`src/pkg/dsq_defs.svh`:
```
// Constants for the device status query block: address, selector codes, byte counts, synchroniser depth.
`ifndef DSQ_DEFS_SVH
`define DSQ_DEFS_SVH
`define DSQ_REG_ADDR      8'h22
`define DSQ_SEL_STATUS    8'h00
`define DSQ_SEL_REFCFG    8'h01
`define DSQ_RESP_BYTES    4'h8
`define DSQ_BYTE_LAST     4'h7
`define DSQ_SYNC_STAGES   3
`endif

```
`src/pkg/dsq_pkg.sv`:
```
// Types shared by the device status query block.
package dsq_pkg;
  typedef enum logic [1:0] {
    DSQ_IDLE  = 2'b00,
    DSQ_LOAD  = 2'b01,
    DSQ_SEND  = 2'b11
  } dsq_state_t;
endpackage : dsq_pkg

```
`src/core/dsq_status_query.sv`:
```
// Device status query register: selector write, 64-bit snapshot, byte-wise read-back.
`timescale 1ns/100ps
`default_nettype none
`include "dsq_defs.svh"
module dsq_status_query
  import dsq_pkg::*;
(
  input  wire logic       clk,
  input  wire logic       rst_n,
  // Host write port: a one-cycle strobe with register address and one data byte.
  input  wire logic       wr_stb,
  input  wire logic [7:0] wr_addr,
  input  wire logic [7:0] wr_data,
  // Host read port: each strobe in the SEND state, outside the cycle of a query write, pops one response byte.
  input  wire logic       rd_stb,
  output var  logic [7:0] rd_data,
  output var  logic       rd_valid,
  output var  logic       resp_pending,
  // Configuration levels from the device's own register logic.
  input  wire logic       trig_out_per_cycle,
  input  wire logic       trig_out_enable,
  input  wire logic       return_to_start,
  input  wire logic       hw_trig_steps,
  input  wire logic       hw_trig_source,
  input  wire logic       sweep_sawtooth,
  input  wire logic       sweep_reverse,
  input  wire logic       manual_points,
  input  wire logic       sweep_on_power_up,
  input  wire logic       backplane_clk_out,
  input  wire logic       spur_suppress,
  input  wire logic       list_mode_select,
  input  wire logic       list_running,
  input  wire logic       ref_out_100m,
  input  wire logic       ext_lock_enable,
  input  wire logic       rf_output_enable,
  input  wire logic       auto_level_disable,
  input  wire logic       standby_enable,
  input  wire logic       low_loop_gain,
  input  wire logic       fractional_lock,
  input  wire logic       ref_in_100m,
  input  wire logic       direct_ref_clocking,
  // Asynchronous pin levels: sensors and loop lock detectors.
  input  wire logic       over_temp_pin,
  input  wire logic       ext_ref_detect_pin,
  input  wire logic       oven_oscillator_lock,
  input  wire logic       crystal_vco_lock,
  input  wire logic       coarse_aux_lock,
  input  wire logic       coarse_ref_lock,
  input  wire logic       fine_loop_lock,
  input  wire logic       coarse_loop_lock,
  input  wire logic       main_loop_lock,
  input  wire logic       backplane_clk_pin
);

  // ****************************************************************
  // Pin synchronisation
  // ****************************************************************
  logic [9:0] pins_async;
  logic [9:0] pins;

  assign pins_async[9] = over_temp_pin;
  assign pins_async[8] = ext_ref_detect_pin;
  assign pins_async[7] = oven_oscillator_lock;
  assign pins_async[6] = crystal_vco_lock;
  assign pins_async[5] = coarse_aux_lock;
  assign pins_async[4] = coarse_ref_lock;
  assign pins_async[3] = fine_loop_lock;
  assign pins_async[2] = coarse_loop_lock;
  assign pins_async[1] = main_loop_lock;
  assign pins_async[0] = backplane_clk_pin;

  dsq_sync #(
    .W        (10)
  ) u_sync (
    .clk      (clk),
    .rst_n    (rst_n),
    .async_in (pins_async),
    .sync_out (pins)
  );

  logic over_temp_s;
  logic ext_ref_det_s;
  logic oven_lock_s;
  logic vco_lock_s;
  logic aux_lock_s;
  logic cref_lock_s;
  logic fine_lock_s;
  logic crs_lock_s;
  logic main_lock_s;
  logic bp_clk_s;

  assign over_temp_s   = pins[9];
  assign ext_ref_det_s = pins[8];
  assign oven_lock_s   = pins[7];
  assign vco_lock_s    = pins[6];
  assign aux_lock_s    = pins[5];
  assign cref_lock_s   = pins[4];
  assign fine_lock_s   = pins[3];
  assign crs_lock_s    = pins[2];
  assign main_lock_s   = pins[1];
  assign bp_clk_s      = pins[0];

  // ****************************************************************
  // Query decode
  // ****************************************************************
  logic query_wr;
  logic refcfg_sel;

  assign query_wr = wr_stb && (wr_addr == `DSQ_REG_ADDR);
  // Only bit 0 of the selector is meaningful; upper bits are ignored.
  assign refcfg_sel = (wr_data[0] == `DSQ_SEL_REFCFG);

  // Device accessed flag: set by the first query write, held until reset.
  logic accessed;

  always_ff @(posedge clk or negedge rst_n)
  begin
    if (!rst_n)
      accessed <= 1'b0;
    else if (query_wr)
      accessed <= 1'b1;
  end

  // ****************************************************************
  // Snapshot assembly
  // ****************************************************************
  logic [63:0] next_snapshot;
  logic [7:0]  list_cfg_byte;
  logic [7:0]  operate_hi_byte;
  logic [7:0]  operate_lo_byte;
  logic [7:0]  low_byte;

  // List configuration flags, answer bits 31 down to 24.
  always_comb
  begin
    list_cfg_byte    = 8'h00;
    list_cfg_byte[7] = trig_out_per_cycle;
    list_cfg_byte[6] = trig_out_enable;
    list_cfg_byte[5] = return_to_start;
    list_cfg_byte[4] = hw_trig_steps;
    list_cfg_byte[3] = hw_trig_source;
    list_cfg_byte[2] = sweep_sawtooth;
    list_cfg_byte[1] = sweep_reverse;
    list_cfg_byte[0] = manual_points;
  end

  // Operating flags, answer bits 23 down to 16; bit 23 carries nothing and stays low.
  always_comb
  begin
    operate_hi_byte    = 8'h00;
    operate_hi_byte[6] = sweep_on_power_up;
    operate_hi_byte[5] = backplane_clk_out;
    operate_hi_byte[4] = spur_suppress;
    operate_hi_byte[3] = over_temp_s;
    operate_hi_byte[2] = list_mode_select;
    operate_hi_byte[1] = list_running;
    operate_hi_byte[0] = ref_out_100m;
  end

  // Operating flags, answer bits 15 down to 8.
  always_comb
  begin
    operate_lo_byte    = 8'h00;
    operate_lo_byte[7] = ext_ref_det_s;
    operate_lo_byte[6] = ext_lock_enable;
    operate_lo_byte[5] = rf_output_enable;
    operate_lo_byte[4] = auto_level_disable;
    operate_lo_byte[3] = standby_enable;
    // The query itself counts as an access, so the flag reads set in its own answer.
    operate_lo_byte[2] = 1'b1;
    operate_lo_byte[1] = low_loop_gain;
    operate_lo_byte[0] = fractional_lock;
  end

  // Loop lock flags, or the reference configuration view; bit 7 carries nothing.
  always_comb
  begin
    low_byte    = 8'h00;
    low_byte[6] = oven_lock_s;
    low_byte[5] = vco_lock_s;
    case (refcfg_sel)
      1'b1:
      begin
        low_byte[4] = ref_in_100m;
        low_byte[3] = direct_ref_clocking;
        low_byte[2] = bp_clk_s;
        low_byte[1] = ref_out_100m;
        low_byte[0] = ext_lock_enable;
      end
      default:
      begin
        low_byte[4] = aux_lock_s;
        low_byte[3] = cref_lock_s;
        low_byte[2] = fine_lock_s;
        low_byte[1] = crs_lock_s;
        low_byte[0] = main_lock_s;
      end
    endcase
  end

  // The upper half carries no data and always reads as zeros.
  assign next_snapshot = {32'h0000_0000, list_cfg_byte, operate_hi_byte,
                          operate_lo_byte, low_byte};

  // ****************************************************************
  // Read-back buffer and byte sequencer
  // ****************************************************************
  dsq_state_t  state;
  logic [63:0] rb_buf;
  logic [3:0]  byte_cnt;

  // A new query always restarts the buffer; a host that skips bytes loses them.
  always_ff @(posedge clk or negedge rst_n)
  begin
    if (!rst_n)
      state <= DSQ_IDLE;
    else
    begin
      case (state)
        DSQ_IDLE:
          if (query_wr)
            state <= DSQ_LOAD;
        DSQ_LOAD:
          state <= DSQ_SEND;
        DSQ_SEND:
          if (query_wr)
            state <= DSQ_LOAD;
          else if (rd_stb && (byte_cnt == `DSQ_BYTE_LAST))
            state <= DSQ_IDLE;
        default:
          state <= DSQ_IDLE;
      endcase
    end
  end

  always_ff @(posedge clk or negedge rst_n)
  begin
    if (!rst_n)
      rb_buf <= 64'h0000_0000_0000_0000;
    else if (query_wr)
      rb_buf <= next_snapshot;
    else if ((state == DSQ_SEND) && rd_stb)
      rb_buf <= {rb_buf[55:0], 8'h00};
  end

  always_ff @(posedge clk or negedge rst_n)
  begin
    if (!rst_n)
      byte_cnt <= 4'h0;
    else if (query_wr)
      byte_cnt <= 4'h0;
    else if ((state == DSQ_SEND) && rd_stb)
      byte_cnt <= byte_cnt + 4'h1;
  end

  // A read is taken only in SEND and never in the cycle of a new query, which wins.
  logic rd_take;
  logic rd_last;

  assign rd_take = (state == DSQ_SEND) && rd_stb && !query_wr;
  assign rd_last = rd_take && (byte_cnt == `DSQ_BYTE_LAST);

  // Most significant byte leaves first; read data is registered one cycle after the strobe.
  always_ff @(posedge clk or negedge rst_n)
  begin
    if (!rst_n)
      rd_valid <= 1'b0;
    else
      rd_valid <= rd_take;
  end

  // Outside a read the data lines rest at zero, so a stale byte is never seen.
  always_ff @(posedge clk or negedge rst_n)
  begin
    if (!rst_n)
      rd_data <= 8'h00;
    else if (rd_take)
      rd_data <= rb_buf[63:56];
    else
      rd_data <= 8'h00;
  end

  // Pending rises with the query itself, so the host sees it in the very next cycle.
  always_ff @(posedge clk or negedge rst_n)
  begin
    if (!rst_n)
      resp_pending <= 1'b0;
    else
      resp_pending <= query_wr || (state == DSQ_LOAD) ||
                      ((state == DSQ_SEND) && !rd_last);
  end

endmodule : dsq_status_query
`default_nettype wire

```
`src/core/dsq_sync.sv`:
```
// Three-stage synchroniser with second/third agreement filter for a bus of pin levels.
`timescale 1ns/100ps
`default_nettype none
module dsq_sync #(
  parameter int W = 1
) (
  input  wire logic         clk,
  input  wire logic         rst_n,
  input  wire logic [W-1:0] async_in,
  output var  logic [W-1:0] sync_out
);
  logic [W-1:0] stage1;
  logic [W-1:0] stage2;
  logic [W-1:0] stage3;

  always_ff @(posedge clk or negedge rst_n)
  begin
    if (!rst_n)
    begin
      stage1 <= '0;
      stage2 <= '0;
      stage3 <= '0;
    end
    else
    begin
      stage1 <= async_in;
      stage2 <= stage1;
      stage3 <= stage2;
    end
  end

  // A bit changes only once the last two stages agree, so a single-cycle glitch is dropped.
  always_ff @(posedge clk or negedge rst_n)
  begin
    if (!rst_n)
      sync_out <= '0;
    else
    begin
      for (int i = 0; i < W; i++)
      begin
        if (stage2[i] == stage3[i])
          sync_out[i] <= stage3[i];
      end
    end
  end
endmodule : dsq_sync
`default_nettype wire

```
`config.mk`:
```
export PLATFORM = sky130hd
export DESIGN_NAME = dsq_status_query
export DESIGN_NICKNAME = d
export VERILOG_FILES = /design/src/pkg/dsq_pkg.sv /design/src/core/dsq_status_query.sv /design/src/core/dsq_sync.sv
export VERILOG_INCLUDE_DIRS = /design/src /design/src/pkg
export SDC_FILE = /design/constraint.sdc
export NUM_CORES = 1
export LEC_CHECK = 0
export ABC_AREA = 1
export BUFFER_PORTS_ARGS = -buffer_cell sky130_fd_sc_hd__buf_4
export CORE_MARGIN = 2
export CORE_UTILIZATION = 45
export DETAILED_ROUTE_END_ITERATION = 8
export PLACE_DENSITY = 0.74
export RECOVER_POWER = 100
export SYNTH_ARGS = -nofsm -noshare
export SYNTH_HDL_FRONTEND = slang
export SYNTH_SLANG_ARGS = --single-unit
```
`constraint.sdc`:
```
create_clock -name clk -period 1.9 [get_ports clk]
set_input_delay 0.57 -clock clk [delete_from_list [all_inputs] [get_ports clk]]
set_output_delay 0.57 -clock clk [all_outputs]
set_load 0.01 [all_outputs]
```
==> reports/metrics.yaml, run 1 <==
outcome: "finished, final reports clean"
clock-root-buffer: "clkbuf_8"
slew_headroom_pct: 49.6
pwr-share-clk_pct: 48.3
maxCapViolations: 0
path_buf_inv: 2
initial_core_util_pct: 46.5
cts_made_buffers: 17
dieArea_um2: 10900
reg2reg_depth: 5
num_vias: 3249
ctsResizeCount: 0
grt_pass1_wl_um: 14900
path_max_fanout: 18
syn_to_final_growth_pct: 24.7
die_width_um: 105
cts_tree: "yes"
hold_class: "in2reg"
nFillCells: 811
clockBufferDepth: 2
crit_cells: 7
tightest_slew_ns: 0.755
hpwl_um: 5600
core_area_um2: 9770
ant_nets: 0
synth_nets: 478
crit_type: "in2reg"
final_max_slew_viol_count: 0
p_leak_nw: 2.73
drtPass1Iterations: 4
synth_top_area_cell: "dfrtp_1"
yosysWarnings: 0
synth_top_area_share_pct: 65.5
ys_seq_area_share_pct: 65.5
syn_inst: 425
grt_pass1_vias: 3244
internal_power_w: 0.00485
clock_latency_ns: 0.51
p_sw_w: 0.00154
drt-total-wl_um: 8740
powerDensity_nw_per_um2: 1130
ys_ff_latch: 119
clock_sinks: 119
multi_input_area_um2: 1310
worstSetupEndpointType: "flip-flop"
post-route-period-util_pct: 87.8
pwr-share-seq_pct: 45.1
clk_pin_slew_worst_paths_ns: 0.06
setup_tns_ns: 0
grt_antenna_before_repair: 0
place.gp.congestion: 0.774
cp-start-kind: "input pin"
power_frac_comb_pct: 6.6
fin_skew_ns: 0.00620
cp_slowest_cell: "nand2_2"
grt-ovfl-total: 0
period_needed_ns: 1.67
worstPathArrival_ns: 2.04
routedWlPerCell_um: 13.9
syn_avg_cell_area_um2: 10.7
rsz0062_at_grt: "false"
fmax_mhz: 599
drc: 0
fin_nets: 534
total_power_w: 0.00639
seq_area_um2: 2980
path_delay_family: "simple AND/OR/NAND/NOR gates"
slowest_delay_ns: 0.46
setup_viol: 0
hold_path_depth: 1
layout-drive-gt1-share_pct: 19.2
diodes: 0
required_ns: 2.27
rows: 36
peakVddDrop_mv: 0.799
ios: 62
netlist_area_um2: 4550
path_cells: "buf_4 > inv_1 > nand2_1 > nor2_4 > nand3_1 > nand2_2 > o21ai_0"
die_y_um: 105
grt_max_degree: 51
drt_iter0_drc: 175
io_buffers: 54
grt_usage_pct: 17.3
vias_per_cell: 5.18
synth.area.top_cells: "dfrtp_1 (65%), nand3_1 (13%), o21ai_0 (3.2%)"
ys_types: 25
hold_viol: 0
switching_share_pct: 24.1
h-tree-depth: 4
[worst reg2reg max path: cells and delay by family, from the launching register on]
| kind | cells | cell delay [ns] |
|---|---|---|
| AND/OR/NAND/NOR | 2 | 0.25 |
| buffers and inverters | 2 | 0.76 |
| AO/OA/AOI/OAI | 1 | 0.09 |
| flip-flops | 1 | 0.40 |
[cells in the final DEF, fill, tap and decap left out, types with 3 or more instances in the layout]
master and count:
buf_12 5, buf_4 39, clkbuf_1 10, clkbuf_16 16, clkbuf_4 10, clkinv_4 4
dfrtp_1 119, inv_1 30, inv_6 5, maj3_1 10, mux2i_1 5, nand2_1 28
nand3_1 121, nand4_1 23, nor2_1 16, o21ai_0 30, o21ai_1 3
[final cells by class]
class	count	share of cell area, %
tap	133	2.93
sequential	119	52.5
clock buffer	17	7.30
timing repair buffer	67	9.27
clock inverter	15	2.96
multi-input combinational	246	23.0
inverter	30	1.99
[metal layers]
metal  global-route usage (%)  routed length (um)
met3                     5.30                 325
met2                     28.8                4570
met5                        0                   0
met1                     20.7                3690
met4                     8.20                 153
[sequential cells by signal (all words and copies together), names as in the netlist]
| signal | cells |
|---|---|
| u_sync.stage3 | 10 |
| rd_valid | 1 |
| state | 2 |
| u_sync.sync_out | 10 |
| u_sync.stage1 | 10 |
| rb_buf | 63 |
| rd_data | 8 |
| resp_pending | 1 |
| byte_cnt | 4 |
| u_sync.stage2 | 10 |
[logic make-up (layout without fill, tap and decap cells)]
| family | count (synthesis) | after routing | synth area share [%] |
|---|---|---|---|
| AND/OR/NAND/NOR | 196 | 196 | 21.7 |
| flip-flops | 119 | 119 | 65.5 |
| buffers and inverters | 60 | 129 | 5.53 |
| AO/OA/AOI/OAI | 34 | 34 | 3.74 |
| adder cells (fa/ha/maj) | 11 | 11 | 2.48 |
| multiplexers | 5 | 5 | 1.10 |
[repair_timing]
action / CTS / global route
buffers inserted: 0 / 0
hold buffers: 1 / 0
endpoints found under the hold margin: 26 / 0
[synthesized netlist by cell type, drive strengths merged]
master / count
inv: 30
nor2: 18
clkbuf: 10
ha: 1
nand3: 122
mux2i: 5
maj3: 10
nand4: 23
a21oi: 1
buf: 20
or2: 3
dfrtp: 119
o21ai: 33
nand2: 30
[power groups by stage]
stage	sequential [W]	combinational, W	clock (W)
3_5_place_dp	0.00293	0.000429	0
6_report	0.00289	0.000421	0.00308
4_1_cts	0.00289	0.000437	0.00315
5_1_grt	0.00291	0.000483	0.00328
3_3_place_gp	0.00291	0.000406	0
2_1_floorplan	0.00290	0.000237	0
[per-stage QoR]
| stage | setup slack, ns | cell area, um2 | hold WS (ns) | std cells | util, % |
|---|---|---|---|---|---|
| 2_1_floorplan | 0.375 | 4550 | 0.274 | 425 | - |
| 3_3_place_gp | 0.208 | 5130 | 0.332 | 594 | 52.5 |
| 3_5_place_dp | 0.136 | 5130 | 0.337 | 594 | 52.5 |
| 4_1_cts | 0.289 | 5730 | 0.135 | 627 | 58.6 |
| 5_1_grt | 0.137 | 5670 | 0.148 | 627 | 58.0 |
| 6_report | 0.232 | 5670 | 0.180 | 627 | 58.0 |
[final timing paths]
kind                                       startpoint                    endpoint  slack [ns]
setup / recovery                           wr_addr[4]      rb_buf[49]$_DFFE_PN0P_        0.23
hold / removal                     ext_ref_detect_pin  u_sync.stage1[8]$_DFF_PN0_        0.18
setup reg to reg                 state[1]$_DFFE_PN0P_      rb_buf[45]$_DFFE_PN0P_        0.32
hold reg to reg            u_sync.stage1[4]$_DFF_PN0_  u_sync.stage2[4]$_DFF_PN0_        0.35
max in group asynchronous                       rst_n      rb_buf[39]$_DFFE_PN0P_        0.38
min in group asynchronous                       rst_n      rb_buf[62]$_DFFE_PN0P_        0.67
Note: power is estimated with default switching activity, not from simulation.
==> inputs of run 2 (changes only) <==
- CORE_MARGIN: 2 -> default
- GPL_TIMING_DRIVEN: default -> 0
- REMOVE_ABC_BUFFERS: default -> 1
==> reports/metrics.yaml, run 2 (synthesis results as in run 1) <==
grt_max_degree: 65  # +27%
rows: 36  # unchanged
hp-start: "backplane_clk_pin"
clk_pin_slew_worst_paths_ns: 0.06  # about the same
fin_skew_ns: 0.00699  # +0.000790 ns
final_max_slew_viol_count: 0  # unchanged
dieArea_um2: 10500  # -3.8%
die_width_um: 103  # -1.9%
place.gp.congestion: 0.704  # -9.0%
maxCapViolations: 0  # unchanged
powerDensity_nw_per_um2: 1150  # +2.1%
cp_slowest_cell: "nor2_4"
required_ns: 2.28  # about the same
path_cells: "buf_4 > inv_1 > nand2_1 > nor2_4 > nand3_4 > nand2_2 > o21ai_0"
p_sw_w: 0.00155  # +0.70%
cts_made_buffers: 17  # unchanged
grt_pass1_vias: 3219  # -0.77%
mostFrequentLayoutCell: "nand3_1"
regMostFlops: "rb_buf"
p_leak_nw: 2.63  # -3.6%
period_needed_ns: 1.88  # +0.211 ns
outcome: "finished, final reports clean"
postCtsSetupBuffers: 0  # unchanged
rrSetupSlack_ns: 0.11  # -0.21 ns
clock-root-buffer: "clkbuf_8"
hold_viol: 0  # unchanged
drt_iter0_drc: 253  # +45%
critPathLaunch: "wr_addr[2]"
path_max_fanout: 18  # unchanged
routedWlPerCell_um: 16.0  # +15%
rsz0062_at_grt: "true"
grt_antenna_before_repair: 0  # unchanged
grt-ovfl-total: 0  # unchanged
fin_area_um2: 5680  # +0.24%
fin_nets: 531  # -0.56%
internal_power_w: 0.00499  # +2.9%
nFillCells: 813  # +0.25%
placed_cell_area_um2: 5010  # -2.4%
die_y_um: 103  # -1.9%
switching_share_pct: 23.7  # -0.40 points
pwr-share-seq_pct: 44.2  # -0.9 points
initial_core_util_pct: 46.5  # unchanged
worstPathArrival_ns: 2.26  # +0.22 ns
syn_to_final_growth_pct: 25.0
clock_sinks: 119  # unchanged
dp.cells: 583  # -1.9%
post-route-period-util_pct: 98.9  # +11 points
clockBufferDepth: 2  # unchanged
diodes: 0  # unchanged
final_cell_mix: "nand3_1 (120), dfrtp_1 (119), o21ai_0 (32), buf_4 (32), nand2_1 (28)"
grt_usage_pct: 20.2  # +2.9 points
h-tree-depth: 4  # unchanged
ios: 62  # unchanged
hpwl_um: 4720  # -16%
rr_startpoint: "state[1]$_DFFE_PN0P_"
ant_nets: 0  # unchanged
core_area_um2: 9770  # unchanged
layout-drive-gt1-share_pct: 19.6  # +0.32 points
vias_per_cell: 5.60  # +8.0%
io_buffers: 54  # unchanged
peakVddDrop_mv: 0.756  # -5.4%
cts_tree: "yes"
tightest_slew_ns: 1.36  # +0.604 ns
setup_viol: 0  # unchanged
slowest_delay_ns: 0.49  # +0.03 ns
largest_reg_flops: 63  # unchanged
crit_type: "in2reg"
fmax_mhz: 532  # -11%
drtPass1Iterations: 5  # +1
drt-total-wl_um: 9970  # +14%
postCtsHoldBufs: 0  # -1
grt_pass1_wl_um: 15800  # +6.2%
slew_headroom_pct: 9.39  # -40 points
stdcell_count: 624  # -0.48%
num_vias: 3492  # +7.5%
clock_latency_ns: 0.52  # about the same
drc: 0  # unchanged
power_frac_comb_pct: 6.6  # about the same
cp-start-kind: "input pin"
hold_class: "in2reg"
worstSetupEndpointType: "flip-flop"
pwr-share-clk_pct: 49.2  # +0.9 points
[run 2: repair_timing]
item                       4_1_cts  5_1_grt
pin swaps                        4        3
cloned                           5        4
setup endpoints to repair       79       73
gates resized for setup          8        2
[run 2: final timing paths]
kind,depth (start not counted),end
max,7,rb_buf[49]$_DFFE_PN0P_
max reg2reg,4,rb_buf[49]$_DFFE_PN0P_
min reg2reg,0,u_sync.stage2[0]$_DFF_PN0_
max in group asynchronous,2,rb_buf[19]$_DFFE_PN0P_
min in group asynchronous,1,resp_pending$_DFF_PN0_
min,1,u_sync.stage1[0]$_DFF_PN0_
[run 2: power groups by stage]
| stage | combinational (W) | clock [W] | sequential (W) |
|---|---|---|---|
| finish | 0.000430 | 0.00322 | 0.00289 |
| global route | 0.000497 | 0.00336 | 0.00292 |
| CTS | 0.000439 | 0.00326 | 0.00289 |
| detailed placement | 0.000419 | 0 | 0.00293 |
| global placement | 0.000387 | 0 | 0.00291 |
| floorplan | 0.000230 | 0 | 0.00290 |
[run 2: cell type report]
| type | count | area [um2] | area share (%) |
|---|---|---|---|
| timing repair buffer | 55 | 377 | 6.63 |
| clock inverter | 13 | 171 | 3.02 |
| tap | 133 | 166 | 2.93 |
| clock buffer | 19 | 432 | 7.59 |
| inverter | 30 | 129 | 2.27 |
| sequential | 119 | 2980 | 52.4 |
| multi-input combinational | 254 | 1430 | 25.1 |
| timing repair inverter | 1 | 5.00 | 0.0880 |
[run 2: stage by stage]
stage	setup slack (ns)	hold WS (ns)	utilization [%]	setup TNS (ns)	power, W
floorplan	-0.755	0.274	-	-46.01	0.00313
global placement	-1.57	0.331	51.0	-104.45	0.00330
detailed placement	-1.65	0.336	51.2	-109.16	0.00334
CTS	0.0121	0.130	58.2	0	0.00659
global route	-0.0663	0.154	58.2	-0.827	0.00678
finish	0.0206	0.174	58.2	0	0.00654
[run 2: metal layers]
metal	vias to the layer above	GRT usage [%]	routed length (um)
met2	171	32.6	4890
met5	-	0	0
met4	0	8.35	256
met3	25	6.37	784
met1	1709	25.5	4040
li1	1587	-	-
[run 2: worst max-delay path: cells and delay by family]
kind / cells / cell delay, ns
AOI/OAI and AO/OA: 1 / 0.14
and+or+nand+nor: 4 / 1.36
buffers and inverters: 2 / 0.18
